===== src/core/cbx_pkg.sv =====
package cbx_pkg;

    // operation select codes presented by the decoder
    typedef enum logic [2:0] {
        CBX_OP_NONE,
        CBX_OP_ABSOLUTE_JUMP,
        CBX_OP_INCREMENT_FILE,
        CBX_OP_INCREMENT_SKIP_ON_NULL,
        CBX_OP_OR_LITERAL_ACCUMULATOR,
        CBX_OP_OR_ACCUMULATOR_FILE,
        CBX_OP_SHIFT_LEFT_FILE,
        CBX_OP_SHIFT_RIGHT_FILE
    } cbx_op_t;

    // widths
    localparam int CBX_DATA_W = 8;
    localparam int CBX_PC_W = 15;
    localparam int CBX_JUMP_LIT_W = 11;
    localparam int CBX_FILE_ADDR_W = 7;

    // jump high latch field feeding the upper program counter bits
    localparam int CBX_LATCH_HI_MSB = 6;
    localparam int CBX_LATCH_HI_LSB = 3;

    // destination select encodings
    localparam logic CBX_DEST_ACC = 1'b0;
    localparam logic CBX_DEST_FILE = 1'b1;

    // reset values
    localparam logic [7:0] CBX_ACC_RST = 8'h00;
    localparam logic [14:0] CBX_PC_RST = 15'h0000;

    // cycle counts
    localparam logic [1:0] CBX_CYC_ONE = 2'h1;
    localparam logic [1:0] CBX_CYC_TWO = 2'h2;

endpackage


===== src/core/cbx_res_if.sv =====
`timescale 1ns/1ps
interface cbx_res_if;
    import cbx_pkg::*;
    logic [7:0] result;
    logic carry_out;
    logic zero_out;
    logic carry_we;
    logic zero_we;
    logic dest_file;
    logic skip;
    modport alu_mp (
        output result, carry_out, zero_out, carry_we, zero_we,
        output dest_file, skip
    );
    modport core_mp (
        input result, carry_out, zero_out, carry_we, zero_we,
        input dest_file, skip
    );
endinterface


===== src/core/cbx_alu.sv =====
`timescale 1ns/1ps
module cbx_alu
    import cbx_pkg::*;
(
    input wire cbx_op_t op_i,
    input wire logic [7:0] acc_i,
    input wire logic [7:0] file_i,
    input wire logic [7:0] lit_i,
    input wire logic dest_i,
    cbx_res_if.alu_mp res
);
    logic [7:0] r;

    always_comb begin
        r = file_i;
        res.carry_out = 1'b0;
        res.carry_we = 1'b0;
        res.zero_we = 1'b0;
        res.dest_file = (dest_i == CBX_DEST_FILE);
        res.skip = 1'b0;
        case (op_i)
            CBX_OP_INCREMENT_FILE: begin
                r = file_i + 8'h01;
                res.zero_we = 1'b1;
            end
            CBX_OP_INCREMENT_SKIP_ON_NULL: begin
                r = file_i + 8'h01;
                // flags untouched, zero result only skips
                res.skip = (r == 8'h00);
            end
            CBX_OP_OR_LITERAL_ACCUMULATOR: begin
                r = acc_i | lit_i;
                res.zero_we = 1'b1;
                res.dest_file = 1'b0;
            end
            CBX_OP_OR_ACCUMULATOR_FILE: begin
                r = acc_i | file_i;
                res.zero_we = 1'b1;
            end
            CBX_OP_SHIFT_LEFT_FILE: begin
                r = {file_i[6:0], 1'b0};
                res.carry_out = file_i[7];
                res.carry_we = 1'b1;
                res.zero_we = 1'b1;
            end
            CBX_OP_SHIFT_RIGHT_FILE: begin
                r = {1'b0, file_i[7:1]};
                res.carry_out = file_i[0];
                res.carry_we = 1'b1;
                res.zero_we = 1'b1;
            end
            default: begin
                res.dest_file = 1'b0;
            end
        endcase
        res.result = r;
        res.zero_out = (r == 8'h00);
    end
endmodule


===== src/core/cbx_exec.sv =====
`timescale 1ns/1ps
////////////////////////////////////////////////////////////////////////////
// Operation
// - jump loads its 11-bit literal into counter bits 10:0.
// - jump fills counter bits 14:11 from jump high latch bits 6:3.
// - jump takes two cycles and changes no status flag.
// - destination bit 0 writes accumulator, 1 writes the file register.
// - increment file adds one, writes destination, updates zero.
// - increment skip adds one; zero result replaces next op, no flags.
// - or literal ORs accumulator with 8-bit literal, zero updated.
// - or file ORs accumulator with file, writes destination, zero.
// - shift left sends file bit 7 to carry, 6:0 to dest 7:1.
// - shift left clears dest bit 0, updates carry and zero.
// - shift right clears dest bit 7, bit 0 to carry, flags updated.
module cbx_exec
    import cbx_pkg::*;
(
    // clock and reset
    input wire logic CORE_CLK_I,
    input wire logic ARST_N_I,
    // decoded instruction
    input wire logic OP_VALID_I,
    input wire cbx_op_t OP_I,
    input wire logic [10:0] JUMP_LIT_I,
    input wire logic [7:0] LIT_I,
    input wire logic [6:0] FILE_ADDR_I,
    input wire logic DEST_I,
    // register file and latch
    input wire logic [7:0] FILE_RDATA_I,
    input wire logic [7:0] JUMP_HIGH_LATCH_I,
    output logic [6:0] FILE_ADDR_O,
    output logic [7:0] FILE_WDATA_O,
    output logic FILE_WE_O,
    // program counter
    output logic PC_LOAD_O,
    output logic [14:0] PC_VALUE_O,
    // accumulator and flags
    output logic [7:0] ACC_O,
    output logic CARRY_O,
    output logic ZERO_O,
    // pipeline control
    output logic READY_O,
    output logic FLUSH_O
);

    ////////////////////////////////////////////////////////////////////////
    typedef struct packed {
        logic [1:0] rst_sync;
        logic [7:0] acc;
        logic carry;
        logic zero;
        logic [6:0] faddr;
        logic [7:0] fwdata;
        logic fwe;
        logic pc_load;
        logic [14:0] pc_val;
        logic busy;
        logic flush;
    } cbx_state_t;

    cbx_state_t s_q;
    cbx_state_t s_d;
    logic rst_n;
    logic [14:0] jump_target;

    cbx_res_if res ();

    cbx_alu u_alu (
        .op_i(OP_VALID_I && !s_q.busy ? OP_I : CBX_OP_NONE),
        .acc_i(s_q.acc),
        .file_i(FILE_RDATA_I),
        .lit_i(LIT_I),
        .dest_i(DEST_I),
        .res(res)
    );

    ////////////////////////////////////////////////////////////////////////
    // reset release through two flops, kept apart from the state struct
    logic [1:0] rsync_q;
    always_ff @(posedge CORE_CLK_I or negedge ARST_N_I) begin
        if (!ARST_N_I) begin
            rsync_q <= 2'h0;
        end else begin
            rsync_q <= {rsync_q[0], 1'b1};
        end
    end
    assign rst_n = rsync_q[1];

    assign jump_target = {
        JUMP_HIGH_LATCH_I[CBX_LATCH_HI_MSB:CBX_LATCH_HI_LSB],
        JUMP_LIT_I
    };

    ////////////////////////////////////////////////////////////////////////
    always_comb begin
        s_d = s_q;
        s_d.rst_sync = 2'h0;
        s_d.fwe = 1'b0;
        s_d.pc_load = 1'b0;
        s_d.flush = 1'b0;
        // second cycle of a two-cycle op: the slot is a no-operation
        s_d.busy = 1'b0;
        if (OP_VALID_I && !s_q.busy) begin
            if (OP_I == CBX_OP_ABSOLUTE_JUMP) begin
                s_d.pc_load = 1'b1;
                s_d.pc_val = jump_target;
                s_d.busy = 1'b1;
                s_d.flush = 1'b1;
            end else if (OP_I != CBX_OP_NONE) begin
                if (res.dest_file) begin
                    s_d.fwe = 1'b1;
                    s_d.faddr = FILE_ADDR_I;
                    s_d.fwdata = res.result;
                end else begin
                    s_d.acc = res.result;
                end
                if (res.zero_we) begin
                    s_d.zero = res.zero_out;
                end
                if (res.carry_we) begin
                    s_d.carry = res.carry_out;
                end
                if (res.skip) begin
                    // next fetched op is discarded, costing a cycle
                    s_d.busy = 1'b1;
                    s_d.flush = 1'b1;
                end
            end
        end
    end

    always_ff @(posedge CORE_CLK_I or negedge rst_n) begin
        if (!rst_n) begin
            s_q <= '0;
            s_q.acc <= CBX_ACC_RST;
            s_q.pc_val <= CBX_PC_RST;
        end else begin
            s_q <= s_d;
        end
    end

    ////////////////////////////////////////////////////////////////////////
    assign FILE_ADDR_O = s_q.faddr;
    assign FILE_WDATA_O = s_q.fwdata;
    assign FILE_WE_O = s_q.fwe;
    assign PC_LOAD_O = s_q.pc_load;
    assign PC_VALUE_O = s_q.pc_val;
    assign ACC_O = s_q.acc;
    assign CARRY_O = s_q.carry;
    assign ZERO_O = s_q.zero;
    // jump and skip leave flags alone: no flag write path for them
    assign READY_O = !s_q.busy;
    assign FLUSH_O = s_q.flush;

endmodule


===== config.mk =====
export PLATFORM = sky130hd
export DESIGN_NAME = cbx_exec
export DESIGN_NICKNAME = d
export VERILOG_FILES = /design/src/core/cbx_pkg.sv /design/src/core/cbx_res_if.sv /design/src/core/cbx_alu.sv /design/src/core/cbx_exec.sv
export SDC_FILE = /design/constraint.sdc
export NUM_CORES = 1
export LEC_CHECK = 0
export BUFFER_PORTS_ARGS = -buffer_cell sky130_fd_sc_hd__buf_2
export CORE_MARGIN = 2
export CORE_UTILIZATION = 44
export CTS_CLUSTER_DIAMETER = 80
export DETAILED_ROUTE_END_ITERATION = 16
export GPL_TIMING_DRIVEN = 0
export MAX_ROUTING_LAYER = met4
export PLACE_DENSITY = 0.75
export SLEW_MARGIN = 40
export SYNTH_ARGS = -nofsm -noshare
export SYNTH_HDL_FRONTEND = slang
export SYNTH_SLANG_ARGS = --single-unit
export TNS_END_PERCENT = 30

===== constraint.sdc =====
create_clock -name CORE_CLK_I -period 1.36 [get_ports CORE_CLK_I]
set_input_delay 0.068 -clock CORE_CLK_I [delete_from_list [all_inputs] [get_ports CORE_CLK_I]]
set_output_delay 0.068 -clock CORE_CLK_I [all_outputs]
set_load 0.005 [all_outputs]

======== After elaboration in Yosys (flattened, before gate mapping) ========
Cells that the tools add are included.
storage, ports and cells
  output and inout port bits .............. 44
  register bits after elaboration ......... 46
  word-level logic and storage cells ...... 52
cells by class
  equal/unequal tests ..................... 7
  add/subtract/negate cells ............... 1
  multiplexer cells ....................... 15
  bitwise logic cells ..................... 4
  reduce and logical (&&, ||, !) cells .... 14
operator list
  cell                                                                    count
  8-bit case mux with 5 select lines                                      1
  19-bit 2-to-1 mux                                                       1
  8-bit zero test                                                         2
  16-bit 2-to-1 mux                                                       1
  8-bit OR                                                                2
  4-bit AND reduction                                                     4
  3-bit equality test (second input constant)                             4
  5-bit OR reduction                                                      2
  8-bit by 1-bit adder with 8-bit output (second input constant)          1
  1-bit 2-to-1 mux                                                        7
  3-bit by 2-bit equality test with 1-bit output (second input constant)  2
  2-bit 2-to-1 mux                                                        3
  2-bit OR reduction                                                      2
  3-bit by 1-bit equality test with 1-bit output (second input constant)  1
  3-bit 2-to-1 mux                                                        1
  3-bit nonzero test                                                      1
  1-bit NOT                                                               2
  1-bit case mux with 2 select lines                                      1
  2-bit AND reduction                                                     1
  1-bit logical AND                                                       1
  1-bit zero test                                                         1

======== Depth between registers and ports, before layout ========
  depth in word-level cells ............... 10
  mapped depth ............................ 8
  gate-level depth less buffers ........... 7

======== Hierarchy ========
A second synthesis with hierarchy kept.
unflattened totals
  cell total of the unflattened synthesis .. 223
  area total of the unflattened synthesis .. 2551.2 um^2
modules (own cells, without submodules)
  module    area each (um^2)  times used  seq. area each (um^2)  cells an instance
  cbx_exec  1805.5            1           1126.1                 107
  cbx_alu   745.7             1           0.0                    116

======== Worst setup path after synthesis ========
OpenSTA, ideal clock, no wires.
  kind .................................... register -> register
  start point ............................. reg s_q[1] (netlist name)
  end point ............................... reg s_q (netlist bit PC_VALUE_O[10])
  setup time .............................. 0.125 ns
  data arrival time ....................... 1.678 ns
  slack ................................... -0.443 ns
  period minus slack after synthesis ...... 1.803 ns
  required time ........................... 1.235 ns
  stages on the path, launching flop included .. 6
  cells stage by stage .................... dfrtp_1 -> or2b_2 -> buf_6 -> nor3_4 -> buf_4 -> mux2_2
on the way
  cells in the longest elaborated chain, start to end .. 3
RTL lines
  what                                  RTL line         source
  start: declaration                    cbx_exec.sv:61   cbx_state_t s_q;
  1-bit zero test                       cbx_exec.sv:103  if (OP_VALID_I && !s_q.busy) begin
  1-bit logical AND                     cbx_exec.sv:103
  2-bit AND reduction (no source line)  --
Every way passes these cells.
A chain may end at the register's enable or synchronous reset.

======== Worst setup path after layout ========
  start point ............................. reg s_q[1] (netlist name)
  end point ............................... reg s_q (netlist bit ACC_O[5])
on the way
  cells in the longest elaborated chain, start to end .. 8
  elaborated cells on any way between the ends .. 15
RTL lines
  what                                                                                   RTL line                         source
  1-bit zero test (*)                                                                    cbx_exec.sv:69, cbx_exec.sv:103
  1-bit logical AND (*)                                                                  cbx_exec.sv:69, cbx_exec.sv:103
  3-bit 2-to-1 mux                                                                       cbx_exec.sv:69                   .op_i(OP_VALID_I && !s_q.busy ? OP_I : CBX_OP_NONE),
  3-bit by 2-bit equality test with 1-bit output or 3-bit equality test (tied branches)  cbx_alu.sv:21                    case (op_i)
  5-bit OR reduction (no source line)                                                    --
  1-bit 2-to-1 mux                                                                       cbx_alu.sv:21
  1-bit NOT (no source line)                                                             --
  4-bit AND reduction (no source line)                                                   --
Mark *: on every way between the ends. The rest lies on a longest branch, timed or not.

==> results.sh <==
export IMPL_fin_area_um2=3470
export IMPL_leakage_nw=1.71
export IMPL_h_tree_depth=2
export IMPL_rsz0062_at_grt="yes"
export IMPL_gp_congestion=0.942
export IMPL_async_reset_ff_frac=1.00
export IMPL_grt_total_usage=0.250
export IMPL_dieArea_um2=5860
export IMPL_gr_usage_met2=0.421
export IMPL_hold_ws_ps=3.31
export IMPL_drc=0
export IMPL_clkLatencyLatePin_ps=300
export IMPL_area_growth_pct=49.7
export IMPL_ys_flop_type="dfrtp_1"
export IMPL_ys_seq_elements=45
export IMPL_crit_type="reg2reg"
export IMPL_grt_overflow=0
export IMPL_max_freq_mhz=615
export IMPL_antenna_found_initial=0
export IMPL_outcome="finished, violations left"
export IMPL_viasPerCell=5.37
export IMPL_relSlewSlack=0.623
export IMPL_maxCapViolCount=0
export IMPL_die_h_um=76.5
export IMPL_synth_top_family_by_area="simple AND/OR/NAND/NOR gates"
export IMPL_ios=93
export IMPL_nets=410
export IMPL_setup_viol=41
export IMPL_synth_edff_count=0
export IMPL_synth_fa_ha_area_frac=0.0108
export IMPL_cp_start_kind="flop"
export IMPL_grt_max_degree=44
export IMPL_first_pass_iters=5
export IMPL_place_area_um2=2860
export IMPL_met1_usage=0.303
export IMPL_synthCells=233
export IMPL_synth_compound_area_share=0.161
export IMPL_clkTransAtPathRegs_ps=90
export IMPL_powerDensity_nw_per_um2=1040
export IMPL_antenna_left=0
export IMPL_multiInputGateArea_um2=1250
export IMPL_cts_root_buffer="clkbuf_8"
export IMPL_tritoncts="done"
export IMPL_ys_seq_area_frac=0.486
export IMPL_syn_area_um2=2310
export IMPL_die_width_um=76.5
export IMPL_vdd_drop_max_v=0.000976
export IMPL_final_cell_mix="buf_2, dfrtp_1, nand2_1, dlygate4sd3_1"
export IMPL_post_route_period_util=1.20
export IMPL_worstPathArrival_ps=1800
export IMPL_hold_class="in2reg"
export IMPL_port_buffers=84
export IMPL_regArea_um2=1130
export IMPL_violations="setup timing"
export IMPL_diodes=0
export IMPL_yosysWarnings=0
export IMPL_drt_wl_total_mm=7.15
export IMPL_cts_buffers=5
export IMPL_grtUsageMet3=0.0486
export IMPL_wl_per_cell_um=16.6
export IMPL_drt_iter0_markers=239
export IMPL_synth_xor_area_share=0.0227
export IMPL_synth_distinct_cells=49
export IMPL_coreArea_um2=5110
export IMPL_worst_pin_slew_ps=566
export IMPL_grt_pass1_vias=2306
export IMPL_drive_gt1_frac=0.478
export IMPL_period_minus_slack_ps=1630
export IMPL_vias=2309
export IMPL_syn_nets=284
export IMPL_crit_required_ps=1530
export IMPL_report_power_total_mw=3.62
export IMPL_initial_core_util=0.453
export IMPL_worstSetupEndpointType="flop"
export IMPL_utilization=0.679
export IMPL_grt_busiest_layer="met2"
export IMPL_fp_row_count=26
export IMPL_placed_cells=387
export IMPL_synthMuxAreaShare=0.0957
export IMPL_fillCellCount=411
export IMPL_worst_slack_ps=-267
export IMPL_drv_slew=0
export IMPL_skew_ps=5.39
export IMPL_final_common_cell="buf_2"
export IMPL_syn_avg_cell_area_um2=9.93
export IMPL_synth_simple_gate_area_frac=0.170
export IMPL_clkSinkCount=45
export IMPL_report_final_hold_viol_count=0
export IMPL_dp_hpwl_mm=4.46
export IMPL_grt_pass1_wl_mm=11.3
export IMPL_stdcell_count=430
export IMPL_cts_path_max_buffers=2
export IMPL_critPathMaxFanout=7
-- cell type report --
cell class,count,share of cell area
Timing Repair Buffer,119,0.221
Tap cell,70,0.0253
Buffer,12,0.0350
Multi-Input combinational cell,169,0.360
Clock inverter,1,0.00217
Sequential cell,45,0.326
Inverter,6,0.00758
Timing Repair inverter,1,0.00144
Clock buffer,7,0.0220
-- critical path, stage by stage (launching register included) --
cell      delay [ps]
dfrtp_1          420
and4bb_4         390
nand2_4           70
a21bo_4          290
nand2_4          120
buf_6            140
o21ai_0           70
-- kinds of logic after synthesis --
kind of cell / Yosys count
buf+inv: 19
flops: 45
mux: 20
fa+ha+maj: 2
compound gates: 58
xor+xnor: 6
simple gates: 82
other cells: 1
-- per-stage QoR --
step                worst slack [ps]  setup TNS (ps)
CTS                             -259           -7010
floorplan                       -378           -8620
global placement                -532          -35590
finish                          -267           -8620
detailed placement              -554          -16510
global route                    -350          -11330
-- cells in the mapped netlist, drive strengths merged (2+ instances only) --
cell type / count / area share
clkinv: 3 / 0.0049
nand2: 52 / 0.084
and2: 2 / 0.0054
a31oi: 2 / 0.0054
a32oi: 2 / 0.0076
inv: 3 / 0.0049
clkbuf: 5 / 0.015
a21oi: 15 / 0.032
a211o: 6 / 0.023
nand3: 7 / 0.015
ha: 2 / 0.011
dfrtp: 45 / 0.49
nor2: 7 / 0.011
nor3: 3 / 0.011
mux2: 17 / 0.083
mux2i: 3 / 0.013
nand4: 3 / 0.011
xor2: 5 / 0.019
o21ai: 22 / 0.048
buf: 8 / 0.028
-- power breakdown --
group | internal, mW | switching (mW) | total, mW
clock | 0.364 | 0.460 | 0.825
sequential | 1.56 | 0.165 | 1.73
combinational | 0.588 | 0.474 | 1.06
-- sequential cells by signal, indices dropped and copies added, names as in the netlist --
register / flops
s_q: 1
ACC_O: 8
rsync_q: 2
PC_LOAD_O: 1
FILE_WE_O: 1
PC_VALUE_O: 15
FILE_WDATA_O: 8
ZERO_O: 1
CARRY_O: 1
FILE_ADDR_O: 7
-- layer usage --
layer	up-vias	part of all wire
met4	0	0.021
met3	19	0.063
met2	115	0.51
met5	-	0
met1	1106	0.41
li1	1069	-
-- worst paths after layout --
path | from | to | slack [ps] | cells past startpoint
min in group asynchronous | ARST_N_I | rsync_q[1] | 80 | 2
worst max register to register | s_q[1] | ACC_O[5] | -270 | 6
worst min register to register | rsync_q[1] | PC_VALUE_O[9] | 330 | 0
worst max-delay path | s_q[1] | ACC_O[5] | -270 | 6
max in group asynchronous | rsync_q[1] | ACC_O[5] | 640 | 0
worst min-delay path | JUMP_LIT_I[3] | PC_VALUE_O[3] | 3 | 2
-- what timing repair did --
action | 4_1_cts | 5_1_grt
endpoints found under the setup margin | 42 | 41
pin swaps | 16 | 10
hold endpoints to repair | 15 | 4
hold buffers | 14 | 4
resized for setup | 46 | 20
setup buffers | 12 | 3
gates cloned | 1 | 2
(Power assumes the default switching activity.)
